`src/logic/mts_pkg.sv`:
```
/*
 Constants and types shared by the manual transfer sequencer files.
 Assumes a 50 MHz mclk and a classic Wishbone slave port, 32-bit data.
*/
// Overview of operation
// - If the connected emergency source fails, transfer back to normal even in manual mode.
// - In manual mode, normal failure turns the normal-available lamp off.
// - Start-delay lamp lit while timing; start-done lamp lit once engine start is given.
// - Emergency-available lamp lit once emergency appears after engine start.
// - Manual, emergency up, delays done: flash alert, show message, hold contactor.
// - To-emergency command moves contactor to emergency and swaps position lamps.
// - Normal return lights normal lamp, then retransfer running and done lamps.
// - Manual, retransfer done: flash alert, show message, wait for to-normal command.
// - To-normal command moves the contactor to the normal position.
// - After retransfer, cooldown lamp lit while engine cooldown delay counts.
// - Cooldown end stops engine, shows done lamp briefly, then clears emergency lamp.
// - Not-in-automatic lamp follows the manual position of the selector.
// - Manual wait with all delays done lights alert and shows the message.
// - A to-emergency command starts and runs the generator engine.
// - To-emergency input is active when grounded; acts as the pushbutton does.
// - To-normal input is active when grounded and transfers to normal while waiting.
// - Manual selector input is asserted when grounded and enables alert and message.
// - Build options: commands both ways or to-normal only, selector fitted or not.

package mts_pkg;
    // Timing, all derived from the clock rate
    localparam int unsigned CLK_MHZ     = 50;
    localparam int unsigned SEC_US      = 1000000;
    localparam int unsigned SEC_CYC     = SEC_US * CLK_MHZ;
    localparam int unsigned DEBOUNCE_US = 20000;
    localparam int unsigned DEBOUNCE_CYC = DEBOUNCE_US * CLK_MHZ;
    localparam int unsigned FLASH_US    = 250000;
    localparam int unsigned FLASH_CYC   = FLASH_US * CLK_MHZ;
    localparam int unsigned BRIEF_US    = 1000000;
    localparam int unsigned BRIEF_CYC   = BRIEF_US * CLK_MHZ;

    // Register byte offsets
    localparam logic [7:0] ADR_CTRL   = 8'h00;
    localparam logic [7:0] ADR_START  = 8'h04;
    localparam logic [7:0] ADR_RETX   = 8'h08;
    localparam logic [7:0] ADR_COOL   = 8'h0C;
    localparam logic [7:0] ADR_STATUS = 8'h10;

    // Register fields and reset values
    localparam int unsigned CTRL_FLASH = 0;
    localparam logic [15:0] START_RST  = 16'h0003;
    localparam logic [15:0] RETX_RST   = 16'h012C;
    localparam logic [15:0] COOL_RST   = 16'h012C;
    localparam int unsigned STS_CONT   = 4;
    localparam int unsigned STS_ENG    = 5;
    localparam int unsigned STS_MAN    = 6;
    localparam int unsigned STS_NOK    = 7;
    localparam int unsigned STS_EOK    = 8;

    // Input bundle positions
    localparam int unsigned IN_NOK  = 0;
    localparam int unsigned IN_EOK  = 1;
    localparam int unsigned IN_TOEM = 2;
    localparam int unsigned IN_TONO = 3;
    localparam int unsigned IN_MAN  = 4;
    localparam int unsigned IN_N    = 5;

    typedef enum logic [3:0] {
        ST_NORMAL, ST_START_DLY, ST_WAIT_SRC, ST_WAIT_TO_EM, ST_ON_EMERG,
        ST_RETX_DLY, ST_WAIT_TO_NO, ST_COOLDOWN, ST_COOL_DONE
    } mts_state_t;
endpackage

```
`src/logic/mts_sequencer.sv`:
```
/*
 Manual transfer sequencer: source watch, delays, manual wait and
 contactor command, with a classic Wishbone register slave.
 Assumes source-ok and command pins are asynchronous, command and
 selector pins are active low (grounded = asserted).
*/
// Design decisions made here: the Wishbone interface to the registers and the register addresses.
`timescale 1ns/10ps
module mts_sequencer #(
    parameter bit          HAS_TO_EMERG = 1'b1,
    parameter bit          HAS_SELECTOR = 1'b1,
    parameter int unsigned SEC_CYCLES   = mts_pkg::SEC_CYC,
    parameter int unsigned DEB_CYCLES   = mts_pkg::DEBOUNCE_CYC,
    parameter int unsigned FLASH_CYCLES = mts_pkg::FLASH_CYC,
    parameter int unsigned BRIEF_CYCLES = mts_pkg::BRIEF_CYC
) (
    // Clock and reset
    input  wire logic        mclk,
    input  wire logic        rst_b,
    // Wishbone slave
    input  wire logic [7:0]  wb_adr_i,
    input  wire logic [31:0] wb_dat_i,
    output logic      [31:0] wb_dat_o,
    input  wire logic        wb_we_i,
    input  wire logic [3:0]  wb_sel_i,
    input  wire logic        wb_cyc_i,
    input  wire logic        wb_stb_i,
    output logic             wb_ack_o,
    // Source sensing and operator terminals
    input  wire logic        normal_source_ok,
    input  wire logic        emergency_source_ok,
    input  wire logic        to_emergency_cmd_terminal_n,
    input  wire logic        to_normal_cmd_terminal_n,
    input  wire logic        manual_select_terminal_n,
    // Engine and contactor
    output logic             engine_start,
    output logic             contactor_to_emergency,
    // Indicators
    output logic             led_normal_avail,
    output logic             led_emerg_avail,
    output logic             led_start_dly_run,
    output logic             led_start_dly_done,
    output logic             led_retx_dly_run,
    output logic             led_retx_dly_done,
    output logic             led_cool_dly_run,
    output logic             led_cool_dly_done,
    output logic             led_system_alert,
    output logic             led_not_in_auto,
    output logic             led_pos_normal,
    output logic             led_pos_emerg,
    output logic             manual_transfer_msg
);
    import mts_pkg::*;

    ////////////////////////////////////////////////////////////////////
    // State record

    typedef struct packed {
        mts_state_t      st;
        logic            eng;
        logic            cont_em;
        logic            pend;
        logic [15:0]     start_dly;
        logic [15:0]     retx_dly;
        logic [15:0]     cool_dly;
        logic            flash_en;
        logic [31:0]     flash_cnt;
        logic            flash;
        logic [31:0]     brief_cnt;
        logic [IN_N-1:0] prev;
        logic            ack;
        logic [31:0]     rdat;
        logic            l_navail;
        logic            l_eavail;
        logic            l_sd_run;
        logic            l_sd_done;
        logic            l_rt_run;
        logic            l_rt_done;
        logic            l_cd_run;
        logic            l_cd_done;
        logic            l_alert;
        logic            l_nauto;
        logic            msg;
    } mts_core_st_t;

    localparam mts_core_st_t S_RST = '{
        st: ST_NORMAL, start_dly: START_RST, retx_dly: RETX_RST,
        cool_dly: COOL_RST, flash_en: 1'b1, prev: '1, default: '0
    };

    mts_core_st_t    s_q, s_d;
    logic [IN_N-1:0] lvl;
    logic            tmr_start;
    logic [15:0]     tmr_secs;
    logic            tmr_done;

    if (FLASH_CYCLES < 1 || BRIEF_CYCLES < 1) begin : g_chk
        $error("mts_sequencer: FLASH_CYCLES and BRIEF_CYCLES must be >= 1");
    end

    ////////////////////////////////////////////////////////////////////
    // Helpers

    // Byte-lane merge for the 16-bit delay registers
    function automatic logic [15:0] wr16(input logic [15:0] old,
                                         input logic [31:0] dat,
                                         input logic [3:0]  sel);
        logic [15:0] r;
        r = old;
        if (sel[0]) r[7:0] = dat[7:0];
        if (sel[1]) r[15:8] = dat[15:8];
        return r;
    endfunction

    // Delay states whose entry starts the timer
    function automatic logic is_dly(input mts_state_t s);
        return s == ST_START_DLY || s == ST_RETX_DLY || s == ST_COOLDOWN;
    endfunction

    ////////////////////////////////////////////////////////////////////
    // Input conditioning and timer

    // Sources are filtered too, so a flickering source cannot bounce the FSM
    mts_debounce #(
        .WIDTH  (IN_N),
        .CYCLES (DEB_CYCLES)
    ) u_deb (
        .mclk  (mclk),
        .rst_b (rst_b),
        .pin   ({manual_select_terminal_n, to_normal_cmd_terminal_n,
                 to_emergency_cmd_terminal_n, emergency_source_ok,
                 normal_source_ok}),
        .level (lvl)
    );

    mts_delay_timer #(
        .SEC_CYCLES (SEC_CYCLES)
    ) u_tmr (
        .mclk  (mclk),
        .rst_b (rst_b),
        .start (tmr_start),
        .secs  (tmr_secs),
        .busy  (),
        .done  (tmr_done)
    );

    ////////////////////////////////////////////////////////////////////
    // Next-state logic

    always_comb begin
        logic nok;
        logic eok;
        logic manual;
        logic p_em;
        logic p_no;
        logic bus;
        nok = lvl[IN_NOK];
        eok = lvl[IN_EOK];
        // Grounded selector means manual; without a selector always manual
        manual = HAS_SELECTOR ? ~lvl[IN_MAN] : 1'b1;
        // One press gives one pulse: low level on a high-to-low edge
        p_em = HAS_TO_EMERG && !lvl[IN_TOEM] && s_q.prev[IN_TOEM];
        p_no = !lvl[IN_TONO] && s_q.prev[IN_TONO];
        bus = wb_cyc_i && wb_stb_i && !s_q.ack;

        s_d = s_q;
        s_d.prev = lvl;
        s_d.ack = bus;

        // Register access; unmapped offsets ack and read zero
        if (bus) begin
            s_d.rdat = '0;
            case (wb_adr_i)
                ADR_CTRL: begin
                    s_d.rdat[CTRL_FLASH] = s_q.flash_en;
                    if (wb_we_i && wb_sel_i[0]) s_d.flash_en = wb_dat_i[CTRL_FLASH];
                end
                ADR_START: begin
                    s_d.rdat[15:0] = s_q.start_dly;
                    if (wb_we_i) s_d.start_dly = wr16(s_q.start_dly, wb_dat_i, wb_sel_i);
                end
                ADR_RETX: begin
                    s_d.rdat[15:0] = s_q.retx_dly;
                    if (wb_we_i) s_d.retx_dly = wr16(s_q.retx_dly, wb_dat_i, wb_sel_i);
                end
                ADR_COOL: begin
                    s_d.rdat[15:0] = s_q.cool_dly;
                    if (wb_we_i) s_d.cool_dly = wr16(s_q.cool_dly, wb_dat_i, wb_sel_i);
                end
                ADR_STATUS: begin
                    s_d.rdat[3:0] = s_q.st;
                    s_d.rdat[STS_CONT] = s_q.cont_em;
                    s_d.rdat[STS_ENG] = s_q.eng;
                    s_d.rdat[STS_MAN] = manual;
                    s_d.rdat[STS_NOK] = nok;
                    s_d.rdat[STS_EOK] = eok;
                end
                default: ;
            endcase
        end

        // Free-running flash, rate fixed at build time
        if (s_q.flash_cnt == 32'(FLASH_CYCLES - 1)) begin
            s_d.flash_cnt = '0;
            s_d.flash = ~s_q.flash;
        end else begin
            s_d.flash_cnt = s_q.flash_cnt + 32'h1;
        end

        // Sequencer
        case (s_q.st)
            ST_NORMAL: begin
                if (!nok) begin
                    s_d.st = ST_START_DLY;
                end else if (manual && p_em) begin
                    // Operator start: run engine, transfer once it is up
                    s_d.eng = 1'b1;
                    s_d.pend = 1'b1;
                    s_d.st = ST_WAIT_SRC;
                end
            end
            ST_START_DLY: begin
                if (nok) begin
                    s_d.st = ST_NORMAL;
                end else if (tmr_done) begin
                    s_d.eng = 1'b1;
                    s_d.st = ST_WAIT_SRC;
                end
            end
            ST_WAIT_SRC: begin
                if (eok) begin
                    if (manual && HAS_TO_EMERG && !s_q.pend) begin
                        s_d.st = ST_WAIT_TO_EM;
                    end else begin
                        // No manual hold for this build or mode, or after an operator start
                        s_d.cont_em = 1'b1;
                        s_d.pend = 1'b0;
                        s_d.st = ST_ON_EMERG;
                    end
                end else if (nok && !s_q.pend) begin
                    s_d.st = ST_COOLDOWN;
                end
            end
            ST_WAIT_TO_EM: begin
                if (p_em || !manual) begin
                    s_d.cont_em = 1'b1;
                    s_d.st = ST_ON_EMERG;
                end else if (!eok) begin
                    s_d.st = ST_WAIT_SRC;
                end else if (nok) begin
                    s_d.st = ST_COOLDOWN;
                end
            end
            ST_ON_EMERG: begin
                if (nok) begin
                    s_d.st = ST_RETX_DLY;
                end
            end
            ST_RETX_DLY: begin
                if (!nok) begin
                    s_d.st = ST_ON_EMERG;
                end else if (!eok) begin
                    // Connected emergency lost: go back at once
                    s_d.cont_em = 1'b0;
                    s_d.st = ST_COOLDOWN;
                end else if (tmr_done) begin
                    if (manual) begin
                        s_d.st = ST_WAIT_TO_NO;
                    end else begin
                        s_d.cont_em = 1'b0;
                        s_d.st = ST_COOLDOWN;
                    end
                end
            end
            ST_WAIT_TO_NO: begin
                if (!nok) begin
                    s_d.st = ST_ON_EMERG;
                end else if (p_no || !eok || !manual) begin
                    s_d.cont_em = 1'b0;
                    s_d.st = ST_COOLDOWN;
                end
            end
            ST_COOLDOWN: begin
                if (!nok) begin
                    s_d.st = ST_WAIT_SRC;
                end else if (tmr_done) begin
                    s_d.eng = 1'b0;
                    s_d.brief_cnt = '0;
                    s_d.st = ST_COOL_DONE;
                end
            end
            ST_COOL_DONE: begin
                // Done lamp held only long enough to be seen
                if (s_q.brief_cnt == 32'(BRIEF_CYCLES - 1)) begin
                    s_d.st = ST_NORMAL;
                end else begin
                    s_d.brief_cnt = s_q.brief_cnt + 32'h1;
                end
            end
            default: begin
                s_d.st = ST_NORMAL;
            end
        endcase

        // Timer loads on entry to any delay state
        tmr_start = is_dly(s_d.st) && (s_d.st != s_q.st);
        case (s_d.st)
            ST_START_DLY: tmr_secs = s_q.start_dly;
            ST_RETX_DLY:  tmr_secs = s_q.retx_dly;
            default:      tmr_secs = s_q.cool_dly;
        endcase

        // Indicators registered from the next state and the filtered source and selector levels
        s_d.l_navail = nok;
        s_d.l_eavail = eok && (s_d.eng || s_d.st == ST_COOL_DONE);
        s_d.l_sd_run = s_d.st == ST_START_DLY;
        s_d.l_sd_done = s_d.st == ST_WAIT_SRC || s_d.st == ST_WAIT_TO_EM;
        s_d.l_rt_run = s_d.st == ST_RETX_DLY;
        s_d.l_rt_done = s_d.st == ST_WAIT_TO_NO;
        s_d.l_cd_run = s_d.st == ST_COOLDOWN;
        s_d.l_cd_done = s_d.st == ST_COOL_DONE;
        s_d.l_nauto = manual;
        // Waiting states are only reached in manual mode
        s_d.msg = s_d.st == ST_WAIT_TO_EM || s_d.st == ST_WAIT_TO_NO;
        s_d.l_alert = s_d.msg && (s_d.flash || !s_d.flash_en);
    end

    ////////////////////////////////////////////////////////////////////
    // State register

    always_ff @(posedge mclk or negedge rst_b) begin
        if (!rst_b) begin
            s_q <= S_RST;
        end else begin
            s_q <= s_d;
        end
    end

    ////////////////////////////////////////////////////////////////////
    // Outputs

    assign wb_ack_o               = s_q.ack;
    assign wb_dat_o               = s_q.rdat;
    assign engine_start           = s_q.eng;
    assign contactor_to_emergency = s_q.cont_em;
    assign led_normal_avail       = s_q.l_navail;
    assign led_emerg_avail        = s_q.l_eavail;
    assign led_start_dly_run      = s_q.l_sd_run;
    assign led_start_dly_done     = s_q.l_sd_done;
    assign led_retx_dly_run       = s_q.l_rt_run;
    assign led_retx_dly_done      = s_q.l_rt_done;
    assign led_cool_dly_run       = s_q.l_cd_run;
    assign led_cool_dly_done      = s_q.l_cd_done;
    assign led_system_alert       = s_q.l_alert;
    assign led_not_in_auto        = s_q.l_nauto;
    // Position lamps follow the command; no auxiliary contact is wired in
    assign led_pos_normal         = ~s_q.cont_em;
    assign led_pos_emerg          = s_q.cont_em;
    assign manual_transfer_msg    = s_q.msg;
endmodule // mts_sequencer

```
`src/logic/mts_debounce.sv`:
```
/*
 Two-stage synchroniser and debounce filter for a bundle of pin inputs.
 Assumes the pins are asynchronous to mclk; output changes only after
 an input has held a new level for CYCLES clocks.
*/
`timescale 1ns/10ps
module mts_debounce #(
    parameter int unsigned WIDTH  = 5,
    parameter int unsigned CYCLES = 1000000
) (
    // Clock and reset
    input  wire logic             mclk,
    input  wire logic             rst_b,
    // Raw pins and filtered levels
    input  wire logic [WIDTH-1:0] pin,
    output logic      [WIDTH-1:0] level
);
    import mts_pkg::*;

    typedef struct packed {
        logic [WIDTH-1:0]       s1;
        logic [WIDTH-1:0]       s2;
        logic [WIDTH-1:0]       lvl;
        logic [WIDTH-1:0][31:0] cnt;
    } mts_deb_st_t;

    mts_deb_st_t s_q, s_d;

    if (CYCLES < 1) begin : g_chk
        $error("mts_debounce: CYCLES must be at least 1");
    end

    // First stage feeds only the second; filter reads s2
    always_comb begin
        s_d = s_q;
        s_d.s1 = pin;
        s_d.s2 = s_q.s1;
        for (int i = 0; i < WIDTH; i++) begin
            if (s_q.s2[i] == s_q.lvl[i]) begin
                s_d.cnt[i] = '0;
            end else if (s_q.cnt[i] == 32'(CYCLES - 1)) begin
                s_d.cnt[i] = '0;
                s_d.lvl[i] = s_q.s2[i];
            end else begin
                s_d.cnt[i] = s_q.cnt[i] + 32'h1;
            end
        end
    end

    // Pins idle high (open contact) so reset assumes that level
    always_ff @(posedge mclk or negedge rst_b) begin
        if (!rst_b) begin
            s_q <= '{s1: '1, s2: '1, lvl: '1, cnt: '0};
        end else begin
            s_q <= s_d;
        end
    end

    assign level = s_q.lvl;
endmodule // mts_debounce

```
`src/logic/mts_delay_timer.sv`:
```
/*
 Seconds delay timer: load a count of seconds, pulse done at expiry.
 Assumes start is a one-cycle pulse from the sequencer on mclk.
*/
`timescale 1ns/10ps
module mts_delay_timer #(
    parameter int unsigned SEC_CYCLES = 50000000
) (
    // Clock and reset
    input  wire logic        mclk,
    input  wire logic        rst_b,
    // Control
    input  wire logic        start,
    input  wire logic [15:0] secs,
    // Status
    output logic             busy,
    output logic             done
);
    import mts_pkg::*;

    typedef struct packed {
        logic [31:0] sub;
        logic [15:0] sec;
        logic        busy;
        logic        done;
    } mts_tmr_st_t;

    mts_tmr_st_t s_q, s_d;

    if (SEC_CYCLES < 1) begin : g_chk
        $error("mts_delay_timer: SEC_CYCLES must be at least 1");
    end

    // Restart wins over a running count
    always_comb begin
        s_d = s_q;
        s_d.done = 1'b0;
        if (start) begin
            s_d = '{sub: '0, sec: secs, busy: 1'b1, done: 1'b0};
        end else if (s_q.busy) begin
            if (s_q.sec == 16'h0) begin
                s_d.busy = 1'b0;
                s_d.done = 1'b1;
            end else if (s_q.sub == 32'(SEC_CYCLES - 1)) begin
                s_d.sub = '0;
                s_d.sec = s_q.sec - 16'h1;
            end else begin
                s_d.sub = s_q.sub + 32'h1;
            end
        end
    end

    always_ff @(posedge mclk or negedge rst_b) begin
        if (!rst_b) begin
            s_q <= '0;
        end else begin
            s_q <= s_d;
        end
    end

    assign busy = s_q.busy;
    assign done = s_q.done;
endmodule // mts_delay_timer

```
`config.mk`:
```
export PLATFORM = sky130hd
export DESIGN_NAME = mts_sequencer
export DESIGN_NICKNAME = d
export VERILOG_FILES = /design/src/logic/mts_pkg.sv /design/src/logic/mts_sequencer.sv /design/src/logic/mts_debounce.sv /design/src/logic/mts_delay_timer.sv
export SDC_FILE = /design/constraint.sdc
export NUM_CORES = 1
export LEC_CHECK = 0
export ABC_AREA = 1
export BUFFER_PORTS_ARGS = -buffer_cell sky130_fd_sc_hd__buf_2
export CAP_MARGIN = 20
export CELL_PAD_IN_SITES_DETAIL_PLACEMENT = 1
export CELL_PAD_IN_SITES_GLOBAL_PLACEMENT = 1
export CORE_UTILIZATION = 46
export DETAILED_ROUTE_END_ITERATION = 7
export PLACE_DENSITY_LB_ADDON = 0.1
export RECOVER_POWER = 100
export SKIP_LAST_GASP = 1
export SLEW_MARGIN = 20
export SYNTH_ARGS = -nofsm -noshare
export SYNTH_HDL_FRONTEND = slang
export SYNTH_HIERARCHICAL = 1
export SYNTH_SLANG_ARGS = --single-unit
```
`constraint.sdc`:
```
create_clock -name mclk -period 3.55 [get_ports mclk]
set_clock_uncertainty 0.1 [all_clocks]
set_input_delay 0.71 -clock mclk [delete_from_list [all_inputs] [get_ports mclk]]
set_output_delay 0.71 -clock mclk [all_outputs]
set_load 0.02 [all_outputs]
```
==> metrics, run 1 <==
status finished, violations left; failing checks capacitance limit, slew limit; Final Cycle Share 91.85%; Antenna Cells 0; Initial Util 46.85%; clk sinks 376; input/output buffers 67; startpoint class of the critical path flip-flop; clock tree from TritonCTS yes; dpl cell area 0.02335 mm2; Yosys reg bits 376; gr usage total 27.72%; crit path time final 3261 ps; ordered list of cells on the worst path inv_2 > nand2_1 > nor2_1 > nand2_1 > nand3_1 > nand2_1 > nand3_4 > nand2_1 > nand2_1 > nand2_1 > nor2_1 > nor2_2 > inv_2 > nand2_1 > nor2_1 > nand3_2 > nand2_4 > buf_6 > nor2_4 > buf_4 > nand2_1 > nand2_1; CTS Buf Count 46; Metal-1 WL 31.15 mm; DR top layer met5; H-tree depth 2; Setup TNS 0 ps; root buf cell clkbuf_16; design area 0.02476 mm2; Hold Crit Class in2reg; async set-reset flop share out of synthesis 100.0%; DIE WIDTH 223.2 um; multi-input logic area 0.01118 mm2; vias per cell 5.309; Worst path slowest cell dfrtp_1; core area 0.04805 mm2; Seq/Total Area, Yosys 41.96%; Worst path top cell family by delay simple AND/OR/NAND/NOR gates; router iterations before antenna repair 5; Arr. time, crit path 3640 ps; commonest non-fill, non-tap cell in the layout nand2_1; Syn Area/Cell 6.988 um2; Placer Congestion 0.8806; Slew @ Worst Pin 2347 ps; Final Hold Viols 0; largest net degree at the start of global routing 87; die area 0.04982 mm2; vias in the first global route 22257; initial antenna violation count 2; fin nets 3351; fin. max-slew vios 98; Met2 Routed Length 33.17 mm; detailed placer's ending HPWL 49.32 mm; first-pass GRT wire length 112.3 mm; prevailing post-synth register cell dfrtp_1; FMAX 0.3067 GHz; clock-pin slew on the worst setup and hold paths 60 ps; # hold bufs at CTS 0; final setup violation count 0; total congestion overflow 0; Sequential Area 0.009445 mm2; number of flops mapped to enable cells by yosys 0; WS Path Type reg2reg; antenna viol nets, final 0; 1st-iter DRT viols 1188; crit path capture type flip-flop; die span in y 223.2 um; Fillers 6346; Bufs and invs on worst path 4; Max FO, Critical Path 23; synth warn 6; Rows 80; unrepaired setup endpoints after global routing no; CP peak stage delay 490 ps; met3 WL 1.952 mm; Worst VDD drop 0.0003684 V; P_leak 10.82 nW; vias post-DR 20924; share of post-route cells with drive strength above 1 8.298%; Yosys cell types 46; Synth Instances 3221; drt total wl 67.65 mm; most used cell, CP nand2_1; latest clock arrival within the worst-skew pair 590 ps; Area Growth Syn to Fin 10.00%; DRC 0; Pwr Density 492.1 mW/mm2; post-detailed-route wirelength per cell 17.16 um; most frequent cells in the layout nand2_1 (1067), nor2_1 (603), dfrtp_1 (347); synthesized cell area 0.02251 mm2; CTS Buffer Depth 3; slew margin rel. -56.44%; max_cap viols 4; CP Data Required Time 3930 ps; IO Pins 102
==> sequential cells by signal, indices dropped and copies added (netlist names), 5 cells and up <==
signal and cells:
s_q 121, u_deb/level 5, u_deb/s_d 5, u_deb/s_q 165, u_tmr/s_q 48, wb_dat_o 16
==> report_power, final <==
group	internal, mW	total, mW	switching [mW]
registers	4.44	4.60	0.164
clock network	3.16	5.15	1.99
logic	0.628	2.44	1.81
total	8.22	12.2	3.96
==> layer usage <==
layer  up-vias  global-route usage [%]
li1      10132                       -
met1     10410                   36.65
met2       283                   48.10
met3        95                   3.240
met4         4                   7.119
met5         -                       0
==> through the flow <==
stage | setup WS [ps] | util [%] | std cells | power (mW) | hold slack (ps)
2_1_floorplan | 816.5 | - | 3236 | 6.414 | 245.2
3_3_place_gp | 249.4 | 48.59 | 3853 | 7.002 | 246.3
3_5_place_dp | 116.4 | 48.59 | 3853 | 7.081 | 248.1
4_1_cts | 97.51 | 52.07 | 3939 | 12.31 | 72.89
5_1_grt | 10.49 | 51.53 | 3941 | 12.74 | 87.78
6_report | 289.2 | 51.53 | 3941 | 12.18 | 119.7
==> worst paths after layout <==
kind / startpoint / end / slack (ps) / cells after the start
max in group asynchronous: rst_b / s_q[145] / 670 / 2
min: to_normal_cmd_terminal_n / u_deb/s_d[168] / 120 / 1
min in group asynchronous: rst_b / u_deb/s_q[24] / 740 / 1
min reg2reg: u_deb/s_d[167] / u_deb/s_q[167] / 260 / 0
max reg2reg: s_q[166] / u_tmr/s_q[16] / 290 / 22
max: s_q[166] / u_tmr/s_q[16] / 290 / 22
==> cell type report <==
| type | instances | area share [%] |
|---|---|---|
| well taps | 615 | 3.108 |
| inverters | 326 | 4.952 |
| clock buffers | 62 | 5.382 |
| clock inverters | 24 | 1.369 |
| repair buffers | 92 | 1.875 |
| flip-flops and latches | 376 | 38.15 |
| multi-input cells | 2446 | 45.17 |
==> repair_timing <==
item | 4_1_cts | 5_1_grt
resized for setup | 0 | 4
setup endpoints to repair | 0 | 37
buffers inserted | 0 | 1
==> cell families after synthesis <==
kind of cell	after synthesis	share of synthesized area [%]
and+or+nand+nor	2116	40.48
buffers and inverters	415	8.088
DFF	376	41.96
AOI/OAI and AO/OA	190	4.525
xor gates and xnor gates	114	4.436
adders and majority gates	9	0.5003
other	1	0.01666
==> synthesized netlist by cell type, types with 38 or more instances <==
| library cell | number | share of area [%] |
|---|---|---|
| inv_1 | 311 | 5.2 |
| nor2_4 | 38 | 1.9 |
| xor2_1 | 81 | 3.2 |
| nand4_1 | 53 | 1.5 |
| dfrtp_1 | 348 | 39 |
| a21oi_1 | 50 | 1.1 |
| nand2_1 | 1063 | 18 |
| nor3_1 | 42 | 0.93 |
| o21ai_0 | 101 | 2.2 |
| nand3_1 | 208 | 4.6 |
| buf_4 | 47 | 1.6 |
| nor2_1 | 594 | 9.9 |
| nor2_2 | 39 | 1.1 |
Note: power is estimated with default switching activity, not from simulation.
==> run 2, diff against run 1 <==
MAX_ROUTING_LAYER = met4   (was default)
PLACE_DENSITY = 0.8   (was default)
PLACE_DENSITY_LB_ADDON = default   (was 0.1)
==> metrics, run 2 (synthesis results as in run 1) <==
CTS Buf Count 44; worst setup margin 240.6 ps; Worst VDD drop 0.0003795 V; Largest register FFs 165; Max FO, Critical Path 19; clock tree from TritonCTS yes; Worst path top cell family by delay simple AND/OR/NAND/NOR gates; Most flops, register u_deb/s_q; Switch Pwr 3.937 mW; die area 0.04982 mm2; commonest non-fill, non-tap cell in the layout nand2_1; root buf cell clkbuf_16; Pwr Density 487.1 mW/mm2; clock-pin slew on the worst setup and hold paths 60 ps; fin nets 3351; input/output buffers 67; startpoint class of the critical path flip-flop; initial antenna violation count 3; crit path capture type flip-flop; Setup TNS 0 ps; latest clock arrival within the worst-skew pair 590 ps; share of post-route cells with drive strength above 1 7.972%; internal power 8.126 mW; most frequent cells in the layout nand2_1 (1068), nor2_1 (605), dfrtp_1 (348); DIE WIDTH 223.2 um; top flop regs u_deb/s_q x165, s_q x121, u_tmr/s_q x48; slew margin rel. -35.51%; Final Hold Viols 0; Arr. time, crit path 3670 ps; status finished, violations left; 1st-iter DRT viols 1076; Final Cycle Share 93.22%; dpl cell area 0.02332 mm2; sequential share of power 38.1%; ordered list of cells on the worst path inv_2 > nor2_2 > nand2_1 > o21ai_1 > nor2_4 > buf_4 > inv_1 > a21oi_1 > nor2_2 > inv_1 > buf_4 > nand2_1 > nand2_8 > buf_4 > nor2_2 > nand3_1 > nand2_1 > nor2_1; detailed placer's ending HPWL 49.22 mm; post-detailed-route wirelength per cell 17.01 um; Initial Util 46.85%; vias per cell 5.296; Worst path slowest cell dfrtp_1; fin util 51.55%; DRC 0; P_leak 10.82 nW; WS Path Type reg2reg; Area Growth Syn to Fin 10.03%; total congestion overflow 0; power share of the combinational group 20.4%; max_cap viols 5; die span in y 223.2 um; failing checks capacitance limit, slew limit; clk sinks 376; router iterations before antenna repair 5; Bufs and invs on worst path 6; Slew @ Worst Pin 2033 ps; first-pass GRT wire length 111.3 mm; final setup violation count 0; drt total wl 67.06 mm; unrepaired setup endpoints after global routing no; largest net degree at the start of global routing 71; Placed Cells 3851; Placer Congestion 0.9077; antenna viol nets, final 0; Fillers 6287; H-tree depth 2; CP peak stage delay 560 ps; FMAX 0.3022 GHz; Sw Share 32.64%; crit path time final 3309 ps; proportion of power drawn by the clock network 41.4%; fin. max-slew vios 115; pre-CTS setup slack 154.2 ps; CP Data Required Time 3910 ps; Finished Layout Cells 3942; CTS Buffer Depth 3; vias in the first global route 22065; vias post-DR 20875; gr usage total 28.32%; core area 0.04805 mm2; IO Pins 102; Hold Crit Class in2reg; design area 0.02477 mm2; Rows 80
[run 2: timing repair]
| item | 4_1_cts | 5_1_grt |
|---|---|---|
| hold buffers | 1 | 0 |
| gates resized for setup | 0 | 2 |
| hold endpoints to repair | 4 | 0 |
| setup endpoints to repair | 0 | 30 |
| buffers inserted | 0 | 3 |
[run 2: cell type report]
cell class	count	area (um2)	area share [%]
Clock buffer	59	1239	5.002
Timing Repair Buffer	93	510.5	2.061
Inverter	326	1226	4.951
Multi-Input combinational cell	2447	11220	45.31
Tap cell	615	769.5	3.107
Sequential cell	376	9444	38.13
Clock inverter	23	347.8	1.404
Antenna cell	3	7.507	0.03031
[run 2: final timing paths]
check,slack (ps),to,cells past startpoint,startpoint
max reg2reg,240,u_tmr/s_q[43],18,s_q[168]
max,240,u_tmr/s_q[43],18,s_q[168]
max in group asynchronous,480,u_deb/s_q[121],3,rst_b
min reg2reg,250,u_deb/s_q[165],0,u_deb/s_d[165]
min in group asynchronous,1140,u_deb/s_q[23],2,rst_b
min,120,u_deb/s_d[168],1,to_normal_cmd_terminal_n
[run 2: power groups by stage]
stage / clock (mW) / sequential (mW) / combinational [mW]
2_1_floorplan: 0 / 4.64 / 1.78
3_3_place_gp: 0 / 4.66 / 2.35
3_5_place_dp: 0 / 4.67 / 2.42
4_1_cts: 5.13 / 4.60 / 2.43
5_1_grt: 5.27 / 4.61 / 2.74
6_report: 5.00 / 4.60 / 2.47
[run 2: metrics by stage]
stage	total power, mW	hold slack, ps
floorplan	6.414	245.2
global placement	7.009	246.9
detailed placement	7.091	247.2
CTS	12.15	81.50
global route	12.63	95.66
finish	12.06	118.0
[run 2: metal layers]
| layer | global-route usage (%) | part of all wire, % |
|---|---|---|
| met3 | 3.622 | 3.2 |
| met4 | 8.699 | 2.4 |
| met2 | 47.16 | 49 |
| met1 | 35.91 | 46 |
| met5 | - | 0 |
